[src/hdl/sao_pkg.sv]
// Constants shared by the sync and alert output logic
package sao_pkg;
  localparam int unsigned CLK_FREQ_HZ = 32'h0bebc200;
  localparam int unsigned PULSE_WIDTH_MS = 32'h0000000a;
  localparam int unsigned MAX_LATENCY_MS = 32'h00000023;
  localparam int unsigned PULSE_CYCLES = CLK_FREQ_HZ / 32'h000003e8 * PULSE_WIDTH_MS;
  localparam int unsigned LATENCY_CYCLES = CLK_FREQ_HZ / 32'h000003e8 * MAX_LATENCY_MS;
  localparam int unsigned TMR_W = 32'h00000016;
  localparam logic [TMR_W-1:0] TMR_ZERO = 22'h000000;
  localparam logic [TMR_W-1:0] TMR_ONE = 22'h000001;
  localparam logic [1:0] SYNC_CHAIN_W = 2'h3;
endpackage

[src/hdl/sao_sync_if.sv]
// Carrier for a synchronised pin input between modules
`timescale 1ns/100ps
interface sao_sync_if;
  logic level;
  logic rise;
  modport src (output level, output rise);
  modport dst (input level, input rise);
endinterface

[src/hdl/sao_in_sync.sv]
// Three-stage synchroniser with agreement check and rise detect
`timescale 1ns/100ps
module sao_in_sync (
  input wire logic core_clk_i,
  input wire logic rst_b_i,
  input wire logic pin_i,
  sao_sync_if.src out
);
  typedef struct packed {
    logic s1;
    logic s2;
    logic s3;
    logic level;
  } sao_sync_st_type;
  sao_sync_st_type st_ff;
  sao_sync_st_type nxt_st;
  always_comb begin
    nxt_st = st_ff;
    nxt_st.s1 = pin_i;
    nxt_st.s2 = st_ff.s1;
    nxt_st.s3 = st_ff.s2;
    // A change counts only once stages two and three agree
    if (st_ff.s2 == st_ff.s3) begin
      nxt_st.level = st_ff.s3;
    end
  end
  always_ff @(posedge core_clk_i or negedge rst_b_i) begin
    if (!rst_b_i) begin
      st_ff <= '0;
    end else begin
      st_ff <= nxt_st;
    end
  end
  assign out.level = st_ff.level;
  assign out.rise = (st_ff.s2 == st_ff.s3) && st_ff.s3 && !st_ff.level;
endmodule

[src/hdl/sao_outputs.sv]
// Defibrillator sync pulse and latched staff alert outputs
`timescale 1ns/100ps
module sao_outputs (
  input wire logic core_clk_i,
  input wire logic rst_b_i,
  input wire logic sync_event_i,
  input wire logic red_alarm_i,
  input wire logic yellow_alarm_i,
  input wire logic alarm_mute_key_i,
  output logic defib_sync_o,
  output logic staff_alert_o
);
  sao_sync_if ev_if();
  sao_sync_if red_if();
  sao_sync_if yel_if();
  sao_sync_if mute_if();
  sao_in_sync u_ev (.core_clk_i(core_clk_i), .rst_b_i(rst_b_i), .pin_i(sync_event_i),
    .out(ev_if));
  sao_in_sync u_red (.core_clk_i(core_clk_i), .rst_b_i(rst_b_i), .pin_i(red_alarm_i),
    .out(red_if));
  sao_in_sync u_yel (.core_clk_i(core_clk_i), .rst_b_i(rst_b_i), .pin_i(yellow_alarm_i),
    .out(yel_if));
  sao_in_sync u_mute (.core_clk_i(core_clk_i), .rst_b_i(rst_b_i),
    .pin_i(alarm_mute_key_i), .out(mute_if));

  typedef enum logic [1:0] {
    SAO_IDLE = 2'h1,
    SAO_PULSE = 2'h2
  } sao_state_type;

  typedef struct packed {
    sao_state_type state;
    logic [sao_pkg::TMR_W-1:0] tmr;
    logic sync;
    logic alert;
  } sao_st_type;

  sao_st_type st_ff;
  sao_st_type nxt_st;
  logic alarm_any;
  logic alarm_rise;

  always_comb begin
    alarm_any = red_if.level | yel_if.level;
    alarm_rise = red_if.rise | yel_if.rise;
    nxt_st = st_ff;
    case (st_ff.state)
      SAO_IDLE: begin
        if (ev_if.rise) begin
          nxt_st.state = SAO_PULSE;
          nxt_st.sync = 1'b1;
          nxt_st.tmr = sao_pkg::TMR_ONE;
        end
      end
      SAO_PULSE: begin
        // New events are not looked at here
        if (st_ff.tmr == sao_pkg::TMR_W'(sao_pkg::PULSE_CYCLES)) begin
          nxt_st.state = SAO_IDLE;
          nxt_st.sync = 1'b0;
          nxt_st.tmr = sao_pkg::TMR_ZERO;
        end else begin
          nxt_st.tmr = st_ff.tmr + sao_pkg::TMR_ONE;
        end
      end
      default: begin
        nxt_st.state = SAO_IDLE;
        nxt_st.sync = 1'b0;
        nxt_st.tmr = sao_pkg::TMR_ZERO;
      end
    endcase
    // A fresh alarm edge wins over a mute pressed in the same cycle
    if (alarm_rise) begin
      nxt_st.alert = 1'b1;
    end else if (!alarm_any || mute_if.level) begin
      nxt_st.alert = 1'b0;
    end
  end

  always_ff @(posedge core_clk_i or negedge rst_b_i) begin
    if (!rst_b_i) begin
      st_ff <= '{state: SAO_IDLE, tmr: '0, sync: 1'b0, alert: 1'b0};
    end else begin
      st_ff <= nxt_st;
    end
  end

  assign defib_sync_o = st_ff.sync;
  assign staff_alert_o = st_ff.alert;
endmodule

[config.mk]
export PLATFORM = sky130hd
export DESIGN_NAME = sao_outputs
export DESIGN_NICKNAME = d
export VERILOG_FILES = /design/src/hdl/sao_pkg.sv /design/src/hdl/sao_sync_if.sv /design/src/hdl/sao_in_sync.sv /design/src/hdl/sao_outputs.sv
export SDC_FILE = /design/constraint.sdc
export NUM_CORES = 1
export LEC_CHECK = 0
export ABC_CLOCK_PERIOD_IN_PS = 4700
export BUFFER_PORTS_ARGS = -buffer_cell sky130_fd_sc_hd__buf_2
export CORE_UTILIZATION = 65
export DETAILED_ROUTE_END_ITERATION = 10
export PLACE_DENSITY = 0.83
export REMOVE_ABC_BUFFERS = 1
export SYNTH_ARGS = -nofsm -noshare
export SYNTH_HDL_FRONTEND = slang
export SYNTH_HIERARCHICAL = 1
export SYNTH_SLANG_ARGS = --single-unit
[constraint.sdc]
create_clock -name core_clk_i -period 4.7 [get_ports core_clk_i]
set_input_delay 0.235 -clock core_clk_i [delete_from_list [all_inputs] [get_ports core_clk_i]]
set_output_delay 0.235 -clock core_clk_i [all_outputs]
set_load 0.01 [all_outputs]
# --- Word-level counts from Yosys, hierarchy flattened ---
# Cells that the tools add are included.
# W data, S select, Z words.
classes:
  n_addsub: 1
  multipliers: 0
  n_div: 0
  n_lt_le_gt_ge: 0
  eq_ne: 9
  n_shift: 0
  n_mux: 7
  bitwise_logic: 2
  n_reduce_logical: 13
ops:
  columns: ["cell", "count"]
  rows:
  - ["$pmux W25 S2", 1]
  - ["$mux W25", 1]
  - ["$add A22 B1 Y22 const B", 1]
  - ["$eq A22 B21 Y1 const B", 1]
  - ["$mux W22", 1]
  - ["$logic_and A1 B1 Y1", 6]
  - ["$eq A1 B1 Y1", 4]
  - ["$logic_not A1 Y1", 4]
  - ["$ne A2 B2 Y1 const B", 2]
  - ["$mux W1", 3]
  - ["$eq A2 B1 Y1 const B", 1]
  - ["$eq A2 B2 Y1 const B", 1]
  - ["$mux W2", 1]
  - ["$or A1 B1 Y1", 2]
  - ["$reduce_and A2 Y1", 1]
  - ["$reduce_bool A2 Y1", 1]
  - ["$logic_or A1 B1 Y1", 1]
totals:
  ff_bits: 42
  latch_bits: 0
  mem_bits_rw: 0
  romBits: 0
  output_inout_bits: 2
  elab_cells: 52
  mem_count: 0

# --- Depth between registers and ports, before layout ---
# Gate-level depths: netlist (run 1).
depth:
  ltp_word: 5
  ltp_mapped: 7
  mapped_depth_nobuf: 6

# --- Modules after synthesis ---
# The synthesis (run 1) kept the hierarchy.
by_module_without_submodules:
  columns: ["module", "instances", "cells_each", "area_each_um2", "seq_area_each_um2"]
  rows:
  - ["sao_outputs", 1, 189, 1652.8, 626.9]
  - ["sao_in_sync", 4, 7, 133.9, 100.1]

# --- Worst setup path before layout (run 1) ---
# OpenSTA, ideal clock, no wires.
synth_timing:
  path_type: "register to register"
  startpoint: "register, netlist name st_ff[25]"
  endpoint: "register, netlist name st_ff[21]"
  arrival_ns: 1.757
  setup_slack_ns: 2.861
  stages_incl_launch_ff: 7
  path_buffers: 0
  synth_period_minus_slack_ns: 1.839
  path_cell_list: "dfrtp_1 -> inv_1 -> ha_1 -> nor2b_1 -> or4_1 -> o31a_1 -> a22oi_2"

==> impl_metrics.ini, run 1 <==
[status]
status = finished, violations left
violations = negative hold slack

[detailed_routing]
antenna_left = 0
wl_per_cell_microns = 16.2
drt_wl_total_microns = 4400
drc_errors = 0
post_drt_via_cell_ratio = 6.26
dr.pass1.iters = 4
drt_iter0_drc = 133
vias = 1703

[die]
die_y_microns = 59.9
rows = 20
io_pins = 8
core_area_sq_um = 3130
initial_core_util = 0.698
die_x_microns = 59.9
die_area_sq_um = 3590

[worst_setup_path]
r2r_cells = 7
r2r-start = st_ff[2]
r2r_setup_slack_ns = 2.26
startpoint_type = flip-flop
path_class = reg2reg
crit_arrival_ns = 2.67
r2r-end = st_ff[23]
critPathMaxFanout = 13
endpoint_kind = flip-flop
worst_ep_required_time_ns = 4.93

[yosys]
syn-instance-count = 216
syn-cell-area_sq_um = 2180
synth_area_per_cell_sq_um = 10.1
ys_warn_count = 6

[sta]
timing.clock.skew_ns = 0.0137
fmax_ghz = 0.410
rsz0062_at_grt = false
whs_ns = -0.0165
hold_violations = 20
slew_headroom = 0.403
setup_viol = 0
worst_pin_slew_ns = 0.895
fin_crit_ns = 2.44
drv_slew = 0
fin_crit_sh = 0.519
setup_slack_ns = 2.26
tns_ns = 0

[placed_design]
preCtsSetupSlack_ns = 2.33
portBuffers = 7
gp_congestion = 0.800
dp_hpwl_microns = 3050

[pwr]
power.share.clock = 0.224
p_sw_mw = 0.280
powerDensity_nw_per_um2 = 338
p_leak_nw = 0.914
p_int_mw = 0.510
seqPwrFrac = 0.505
sw_frac_of_total = 0.355
pwr-share-comb = 0.270
vdd_drop_max_v = 0.000263

[global_route]
grt_pass1_vias = 1676
grt.overflow.total = 0
grt_max_degree = 42
grt_pass1_wl_microns = 7280
antenna_found_initial = 0
grtUsageTotal = 0.279

[cts]
cts_tree = yes
cts.sinks = 41
clk_pin_slew_ns = 0.13
cts_max_path_buffers = 2
clock_latency_ns = 0.36
numCtsBuffers = 5
cts_root_buf = clkbuf_4
cts_setup_buffers = 0
ctsResizeCount = 0
htree_levels = 2

[finish]
fin_nets = 242
final_cell_mix = dfrtp_1, nand2_1, nor2_1
area_delta_synth_final_pct = 7.34
diodes = 0
drive_above_1_share = 0.149
n_fill_cell = 203
layout_commonest_cell = dfrtp_1

[flow_run]
drv_cap = 0

[min_path]
hp-class = in2async
## what timing repair did
item / in CTS / in global routing
setup endpoints to repair: 0 / 0
endpoints found under the hold margin: 4 / 0
hold buffers: 4 / 0
## routing by layer
layer  share of wire  vias up  global-route usage
met5               0        -                   0
met4           0.019        0               0.103
met3           0.037       10              0.0606
met2            0.50       35               0.468
met1            0.44      846               0.352
li1                -      812                   -
## stage by stage
step | total power, mW | cells | hold WS (ns) | util | instance area [sq um]
5_1_grt | 0.831 | 272 | 0.0476 | 0.749 | 2340
3_5_place_dp | 0.615 | 260 | 0.336 | 0.718 | 2250
4_1_cts | 0.793 | 272 | 0.00574 | 0.749 | 2340
6_report | 0.791 | 272 | -0.0165 | 0.749 | 2340
2_1_floorplan | 0.547 | 207 | -0.0606 | - | 2140
3_3_place_gp | 0.592 | 260 | 0.334 | 0.718 | 2250
## area by class of cell
| type | count | area (sq um) | share of cell area |
|---|---|---|---|
| inverter | 8 | 30.0 | 0.0128 |
| tap | 44 | 55.1 | 0.0235 |
| sequential | 41 | 1030 | 0.439 |
| clock buffer | 6 | 41.3 | 0.0176 |
| multi-input combinational | 158 | 1080 | 0.463 |
| timing repair buffer | 13 | 90.1 | 0.0385 |
| clock inverter | 2 | 15.0 | 0.00641 |
## worst max-delay path by stage
stage,slack [ns],cells after the start,start,to
detailed placement,2.33,7,st_ff[2],st_ff[23]
floorplan,2.00,6,st_ff[25],st_ff[23]
global placement,2.45,7,st_ff[2],st_ff[22]
CTS,2.31,7,st_ff[2],st_ff[23]
finish,2.26,7,st_ff[2],st_ff[23]
global route,2.21,7,st_ff[2],st_ff[23]
## worst max-delay path: stages (launching register included)
cell and delay, ns:
dfrtp_1 0.49, inv_1 0.09, ha_1 0.13, nor4b_1 0.30, nand4_1 0.29, o21ai_1 0.59, buf_4 0.32, a22oi_1 0.11
## flip-flops by register name, indices dropped and copies added, names as in the netlist, 2 cells and up
name / flops
u_red/nxt_st: 2
st_ff: 24
u_mute/nxt_st: 2
u_ev/nxt_st: 2
u_yel/nxt_st: 2
## power by group through the flow
stage	Combinational, mW	Clock (mW)	Sequential [mW]
after floorplan	0.145	0	0.402
after global placement	0.191	0	0.402
after detailed placement	0.209	0	0.406
after CTS	0.214	0.180	0.399
after global routing	0.237	0.192	0.401
final	0.214	0.177	0.400
Note: power is estimated with default switching activity, not from simulation.
==> run 2, diff against run 1 <==
--- a/config.mk
+++ b/config.mk
@@ -5,11 +5,12 @@
 export SDC_FILE = /design/constraint.sdc
 export NUM_CORES = 1
 export LEC_CHECK = 0
-export ABC_CLOCK_PERIOD_IN_PS = 4700
+export ABC_AREA = 1
+export ABC_CLOCK_PERIOD_IN_PS = 2400
 export BUFFER_PORTS_ARGS = -buffer_cell sky130_fd_sc_hd__buf_2
-export CORE_UTILIZATION = 65
+export CORE_UTILIZATION = 61
 export DETAILED_ROUTE_END_ITERATION = 10
-export PLACE_DENSITY = 0.83
+export PLACE_DENSITY = 0.79
 export REMOVE_ABC_BUFFERS = 1
 export SYNTH_ARGS = -nofsm -noshare
 export SYNTH_HDL_FRONTEND = slang
==> constraint.sdc (replaced) <==
create_clock -name core_clk_i -period 2.4 [get_ports core_clk_i]
set_input_delay 0.12 -clock core_clk_i [delete_from_list [all_inputs] [get_ports core_clk_i]]
set_output_delay 0.12 -clock core_clk_i [all_outputs]
set_load 0.01 [all_outputs]
==> run 2 against run 1 <==
Against the previous run:
- the flow now finishes without violations
- sequential power increased by 97%
- hold slack improved by 0.36 ns
- global-route usage decreased by 5.0 points
- clock-buffer cell count decreased by 1
- flip-flop and latch count unchanged
- power increased by 130%
- register-to-register slack got worse by 1.5 ns
- via count decreased by 4.0%
- first-iteration DRC count decreased by 42%
==> impl_metrics.ini, run 2 <==
[status]
status = finished, final reports clean

[worst_setup_path]
path_class = reg2reg
critical_path_buf_inv_count = 1
worst_ep_required_time_ns = 2.70
r2r-start = st_ff[25]
critPathMaxFanout = 9
crit_arrival_ns = 1.98
critical_path.most_common_cell = nand2_1
startpoint_type = flip-flop
r2r_cells = 9
endpoint_kind = flip-flop
r2r-end = st_ff[20]
worstPathCellList = inv_1 > ha_1 > nand2_1 > nand3_2 > nor2_2 > nand3_1 > nand2_1 > nand2_1 > nor2_1
r2r_setup_slack_ns = 0.72
critPathTopFamily = simple AND/OR/NAND/NOR gates
crit_slowest_cell = dfrtp_1
slowest_delay_ns = 0.41

[sta]
drv_slew = 0
tns_ns = 0
worst_pin_slew_ns = 0.874
fin_crit_sh = 0.699
slew_headroom = 0.417
fmax_ghz = 0.596
rsz0062_at_grt = false
timing.clock.skew_ns = 0.0121
fin_crit_ns = 1.68
setup_viol = 0
hold_violations = 0

[pwr]
powerDensity_nw_per_um2 = 768
p_leak_nw = 1.09
vdd_drop_max_v = 0.000836

[min_path]
min_from = u_yel/nxt_st[2]
worst_hold_path.num_cells = 0
hp-class = reg2reg
min_to = u_yel/nxt_st[1]

[finish]
regArea_sq_um = 1030
largest-register = st_ff
utilization = 0.708
diodes = 0
final_cell_mix = nand2_1, nor2_1, dfrtp_1
largest_reg_flops = 24
area_delta_synth_final_pct = 10.1
multiInputGateArea_sq_um = 961
fin_nets = 298
final_cell_area_sq_um = 2380
drive_above_1_share = 0.123
layout_commonest_cell = nand2_1
n_fill_cell = 281

[detailed_routing]
antenna_left = 0
drc_errors = 0
vias = 1635
dr.pass1.iters = 4
post_drt_via_cell_ratio = 4.95
wl_per_cell_microns = 11.4
drt_wl_total_microns = 3750
drt_iter0_drc = 77

[die]
die_x_microns = 61.5
rows = 21
die_area_sq_um = 3780
die_y_microns = 61.5
initial_core_util = 0.642
core_area_sq_um = 3360
io_pins = 8

[yosys]
syn-cell-area_sq_um = 2160
synth_area_per_cell_sq_um = 8.09
ys_warn_count = 6
syn-instance-count = 267

[cts]
clock_latency_ns = 0.35
numCtsBuffers = 5
htree_levels = 2
cts_root_buf = clkbuf_4
cts_tree = yes
cts.sinks = 41
clk_pin_slew_ns = 0.13
cts_max_path_buffers = 2

[placed_design]
gp_congestion = 0.857
dp_hpwl_microns = 2720
portBuffers = 7
dpl_cell_area_sq_um = 2220

[global_route]
antenna_found_initial = 0
grt.overflow.total = 0
grt_max_degree = 42
grtUsageTotal = 0.229
grt_pass1_vias = 1423
grt_pass1_wl_microns = 6270

[flow_run]
drv_cap = 0
-- run 2: worst max-delay path by stage --
stage	startpoint	endpoint	slack, ns	cells after the start
after floorplan	st_ff[25]	st_ff[12]	0.60	7
after global placement	st_ff[25]	st_ff[12]	0.80	7
after detailed placement	st_ff[25]	st_ff[16]	0.72	9
after CTS	st_ff[25]	st_ff[20]	0.71	9
after global routing	st_ff[25]	st_ff[16]	0.48	9
final	st_ff[25]	st_ff[20]	0.72	9
-- run 2: timing repair --
action / in CTS / in global routing
endpoints found under the hold margin: 44 / 0
setup buffers: 0 / 0
hold buffers: 5 / 0
gates resized for setup: 0 / 0
-- run 2: per-stage QoR --
| stage | cells | total power, mW | hold slack, ns | setup slack [ns] |
|---|---|---|---|---|
| floorplan | 263 | 1.13 | -0.176 | 0.603 |
| global placement | 317 | 1.26 | 0.228 | 0.803 |
| detailed placement | 317 | 1.28 | 0.230 | 0.717 |
| CTS | 330 | 1.84 | 0.352 | 0.706 |
| global route | 330 | 1.94 | 0.354 | 0.482 |
| finish | 330 | 1.83 | 0.346 | 0.723 |
-- run 2: report_power, final --
group | switching (mW) | internal (mW)
Clock | 0.235 | 0.328
Combinational | 0.340 | 0.137
Sequential | 0.0398 | 0.747
Total | 0.614 | 1.21
-- run 2: metal layers --
layer | part of all wire | vias up | wire length (microns) | GRT usage
li1 | - | 858 | - | -
met1 | 0.50 | 752 | 1870 | 0.321
met2 | 0.45 | 19 | 1690 | 0.349
met3 | 0.036 | 6 | 135 | 0.0609
met4 | 0.013 | 0 | 50 | 0.0698
met5 | 0 | - | 0 | 0
-- run 2: area by class of cell --
cell class	instances	share of cell area
clock buffer	5	0.0158
clock inverter	3	0.0289
inverter	36	0.0568
multi-input combinational	186	0.404
sequential	41	0.432
tap	46	0.0242
timing repair buffer	13	0.0389
==> run 3, diff against run 2 <==
--- a/config.mk
+++ b/config.mk
@@ -6,7 +6,7 @@
 export NUM_CORES = 1
 export LEC_CHECK = 0
 export ABC_AREA = 1
-export ABC_CLOCK_PERIOD_IN_PS = 2400
+export ABC_CLOCK_PERIOD_IN_PS = 1700
 export BUFFER_PORTS_ARGS = -buffer_cell sky130_fd_sc_hd__buf_2
 export CORE_UTILIZATION = 61
 export DETAILED_ROUTE_END_ITERATION = 10
==> constraint.sdc (replaced) <==
create_clock -name core_clk_i -period 1.7 [get_ports core_clk_i]
set_input_delay 0.085 -clock core_clk_i [delete_from_list [all_inputs] [get_ports core_clk_i]]
set_output_delay 0.085 -clock core_clk_i [all_outputs]
set_load 0.01 [all_outputs]
==> run 3 against run 2 <==
Against the previous run:
- hold slack worse by 0.012 ns
- cell count is 1.2% higher
- register-to-register slack worse by 0.59 ns
- flip-flop and latch count stayed put
- sequential share of layout area is 0.80 points lower
- setup slack worse by 0.59 ns
- power is 37% higher
- non-clock buffer count is 4 higher
- clock-buffer cell count is 1 higher
- die area stayed put
- utilization is 1.3 points higher
- largest cell class unchanged
==> impl_metrics.ini, run 3 (synthesis gave the netlist of run 2 again) <==
[worst_setup_path]
startpoint_type = flip-flop
endpoint_kind = flip-flop
critPathMaxFanout = 19
worstPathCellList = ha_1 > inv_1 > nor2_1 > inv_1 > nand2_4 > buf_4 > nand2_4 > nand2_8 > nor2_1
worst_ep_required_time_ns = 1.98
r2r_cells = 9
path_class = reg2reg
crit_slowest_cell = dfrtp_1
crit_arrival_ns = 1.85
slowest_delay_ns = 0.41
r2r-end = st_ff[22]
r2r_setup_slack_ns = 0.13
r2r-start = u_ev/st_ff[1]

[detailed_routing]
drt_wl_total_microns = 3970
wl_per_cell_microns = 11.9
dr.pass1.iters = 4
antenna_left = 0
post_drt_via_cell_ratio = 5.13
vias = 1712
drt_iter0_drc = 108
drc_errors = 0

[cts]
cts_max_path_buffers = 2
numCtsBuffers = 5
cts_tree = yes
cts.sinks = 41
cts_root_buf = clkbuf_4
htree_levels = 2
clock_latency_ns = 0.35
clk_pin_slew_ns = 0.12

[finish]
fin_nets = 302
n_fill_cell = 283
multiInputGateArea_sq_um = 993
area_delta_synth_final_pct = 12.2
largest-register = st_ff
drive_above_1_share = 0.142
final_cell_mix = nand2_1, nor2_1, dfrtp_1
diodes = 0
regArea_sq_um = 1030
largest_reg_flops = 24
layout_commonest_cell = nand2_1

[sta]
fin_crit_ns = 1.57
slew_headroom = 0.667
drv_slew = 0
fin_crit_sh = 0.924
fmax_ghz = 0.637
timing.clock.skew_ns = 0.00937
setup_slack_ns = 0.129
setup_viol = 0
worst_pin_slew_ns = 0.499
hold_violations = 0

[global_route]
grt_max_degree = 42
grt_pass1_vias = 1528
antenna_found_initial = 0
grt_pass1_wl_microns = 6470
grtUsageTotal = 0.239
grt.overflow.total = 0

[die]
die_area_sq_um = 3780
die_y_microns = 61.5
io_pins = 8
core_area_sq_um = 3360
die_x_microns = 61.5
initial_core_util = 0.642
rows = 21

[placed_design]
dp_hpwl_microns = 2740
portBuffers = 7
preCtsSetupSlack_ns = 0.00527
gp_congestion = 0.813

[pwr]
power.share.clock = 0.268
seqPwrFrac = 0.444
vdd_drop_max_v = 0.000939
powerDensity_nw_per_um2 = 1030
sw_frac_of_total = 0.349
power_mw = 2.50
p_leak_nw = 1.10
p_sw_mw = 0.873
p_int_mw = 1.63
pwr-share-comb = 0.289

[min_path]
hp-class = in2async

[flow_run]
drv_cap = 0

[status]
status = finished, final reports clean
## run 3: cell count changes in the layout (fill, tap and decap cells not counted), sizes merged
cell      change
buf           +4
bufinv        -1
clkinvlp      +1
clkbuf        +1
inv           -1
## run 3: routing by layer
layer  global-route usage  wire length, microns  vias up
li1                     -                     -      866
met1                0.306                  1850      789
met2                0.386                  1870       48
met3               0.0588                   163        9
met4                0.105                    80        0
met5                    0                     0        -
## run 3: power groups by stage
stage | Sequential (mW) | Combinational [mW] | Clock [mW]
floorplan | 1.13 | 0.476 | 0
detailed placement | 1.13 | 0.656 | 0
global placement | 1.12 | 0.645 | 0
finish | 1.11 | 0.722 | 0.669
global route | 1.12 | 0.793 | 0.726
CTS | 1.11 | 0.676 | 0.682
## run 3: worst max-delay path by stage
stage                     slack, ns        end  cells after the start           from
after CTS                      0.08  st_ff[14]                      9      st_ff[25]
after floorplan                -0.1  st_ff[12]                      7      st_ff[25]
after detailed placement      0.005  st_ff[14]                      9      st_ff[25]
final                          0.13  st_ff[22]                      9  u_ev/st_ff[1]
after global routing          -0.02  st_ff[22]                      9       st_ff[2]
after global placement         0.10  st_ff[22]                      9      st_ff[25]
## run 3: final cells by class
| cell class | instances | area share |
|---|---|---|
| Clock buffer | 6 | 0.0212 |
| Clock inverter | 2 | 0.0155 |
| Inverter | 36 | 0.0557 |
| Multi-Input combinational cell | 186 | 0.410 |
| Sequential cell | 41 | 0.424 |
| Tap cell | 46 | 0.0237 |
| Timing Repair Buffer | 17 | 0.0506 |
## run 3: timing repair
action | CTS | global route
hold buffers | 5 | 0
buffers inserted | 0 | 2
hold endpoints to repair | 44 | 0
setup endpoints to repair | 3 | 8
pin swaps | 0 | 2
resized for setup | 1 | 6
gates cloned | 0 | 0
## run 3: worst max-delay path: cells and delay by family, from the launching register on
family / cells / cell delay, ns
fa+ha+maj: 1 / 0.20
buf+inv: 3 / 0.35
simple gates: 5 / 0.54
flops: 1 / 0.41
## run 3: through the flow
step	instances	utilization	instance area (sq um)	hold WS (ns)	setup TNS [ns]
4_1_cts	332	0.708	2380	0.313	0
3_3_place_gp	319	0.666	2240	0.166	0
6_report	334	0.721	2420	0.334	0
5_1_grt	334	0.721	2420	0.359	-0.0233
2_1_floorplan	263	-	2120	-0.211	-0.364
3_5_place_dp	319	0.666	2240	0.173	0
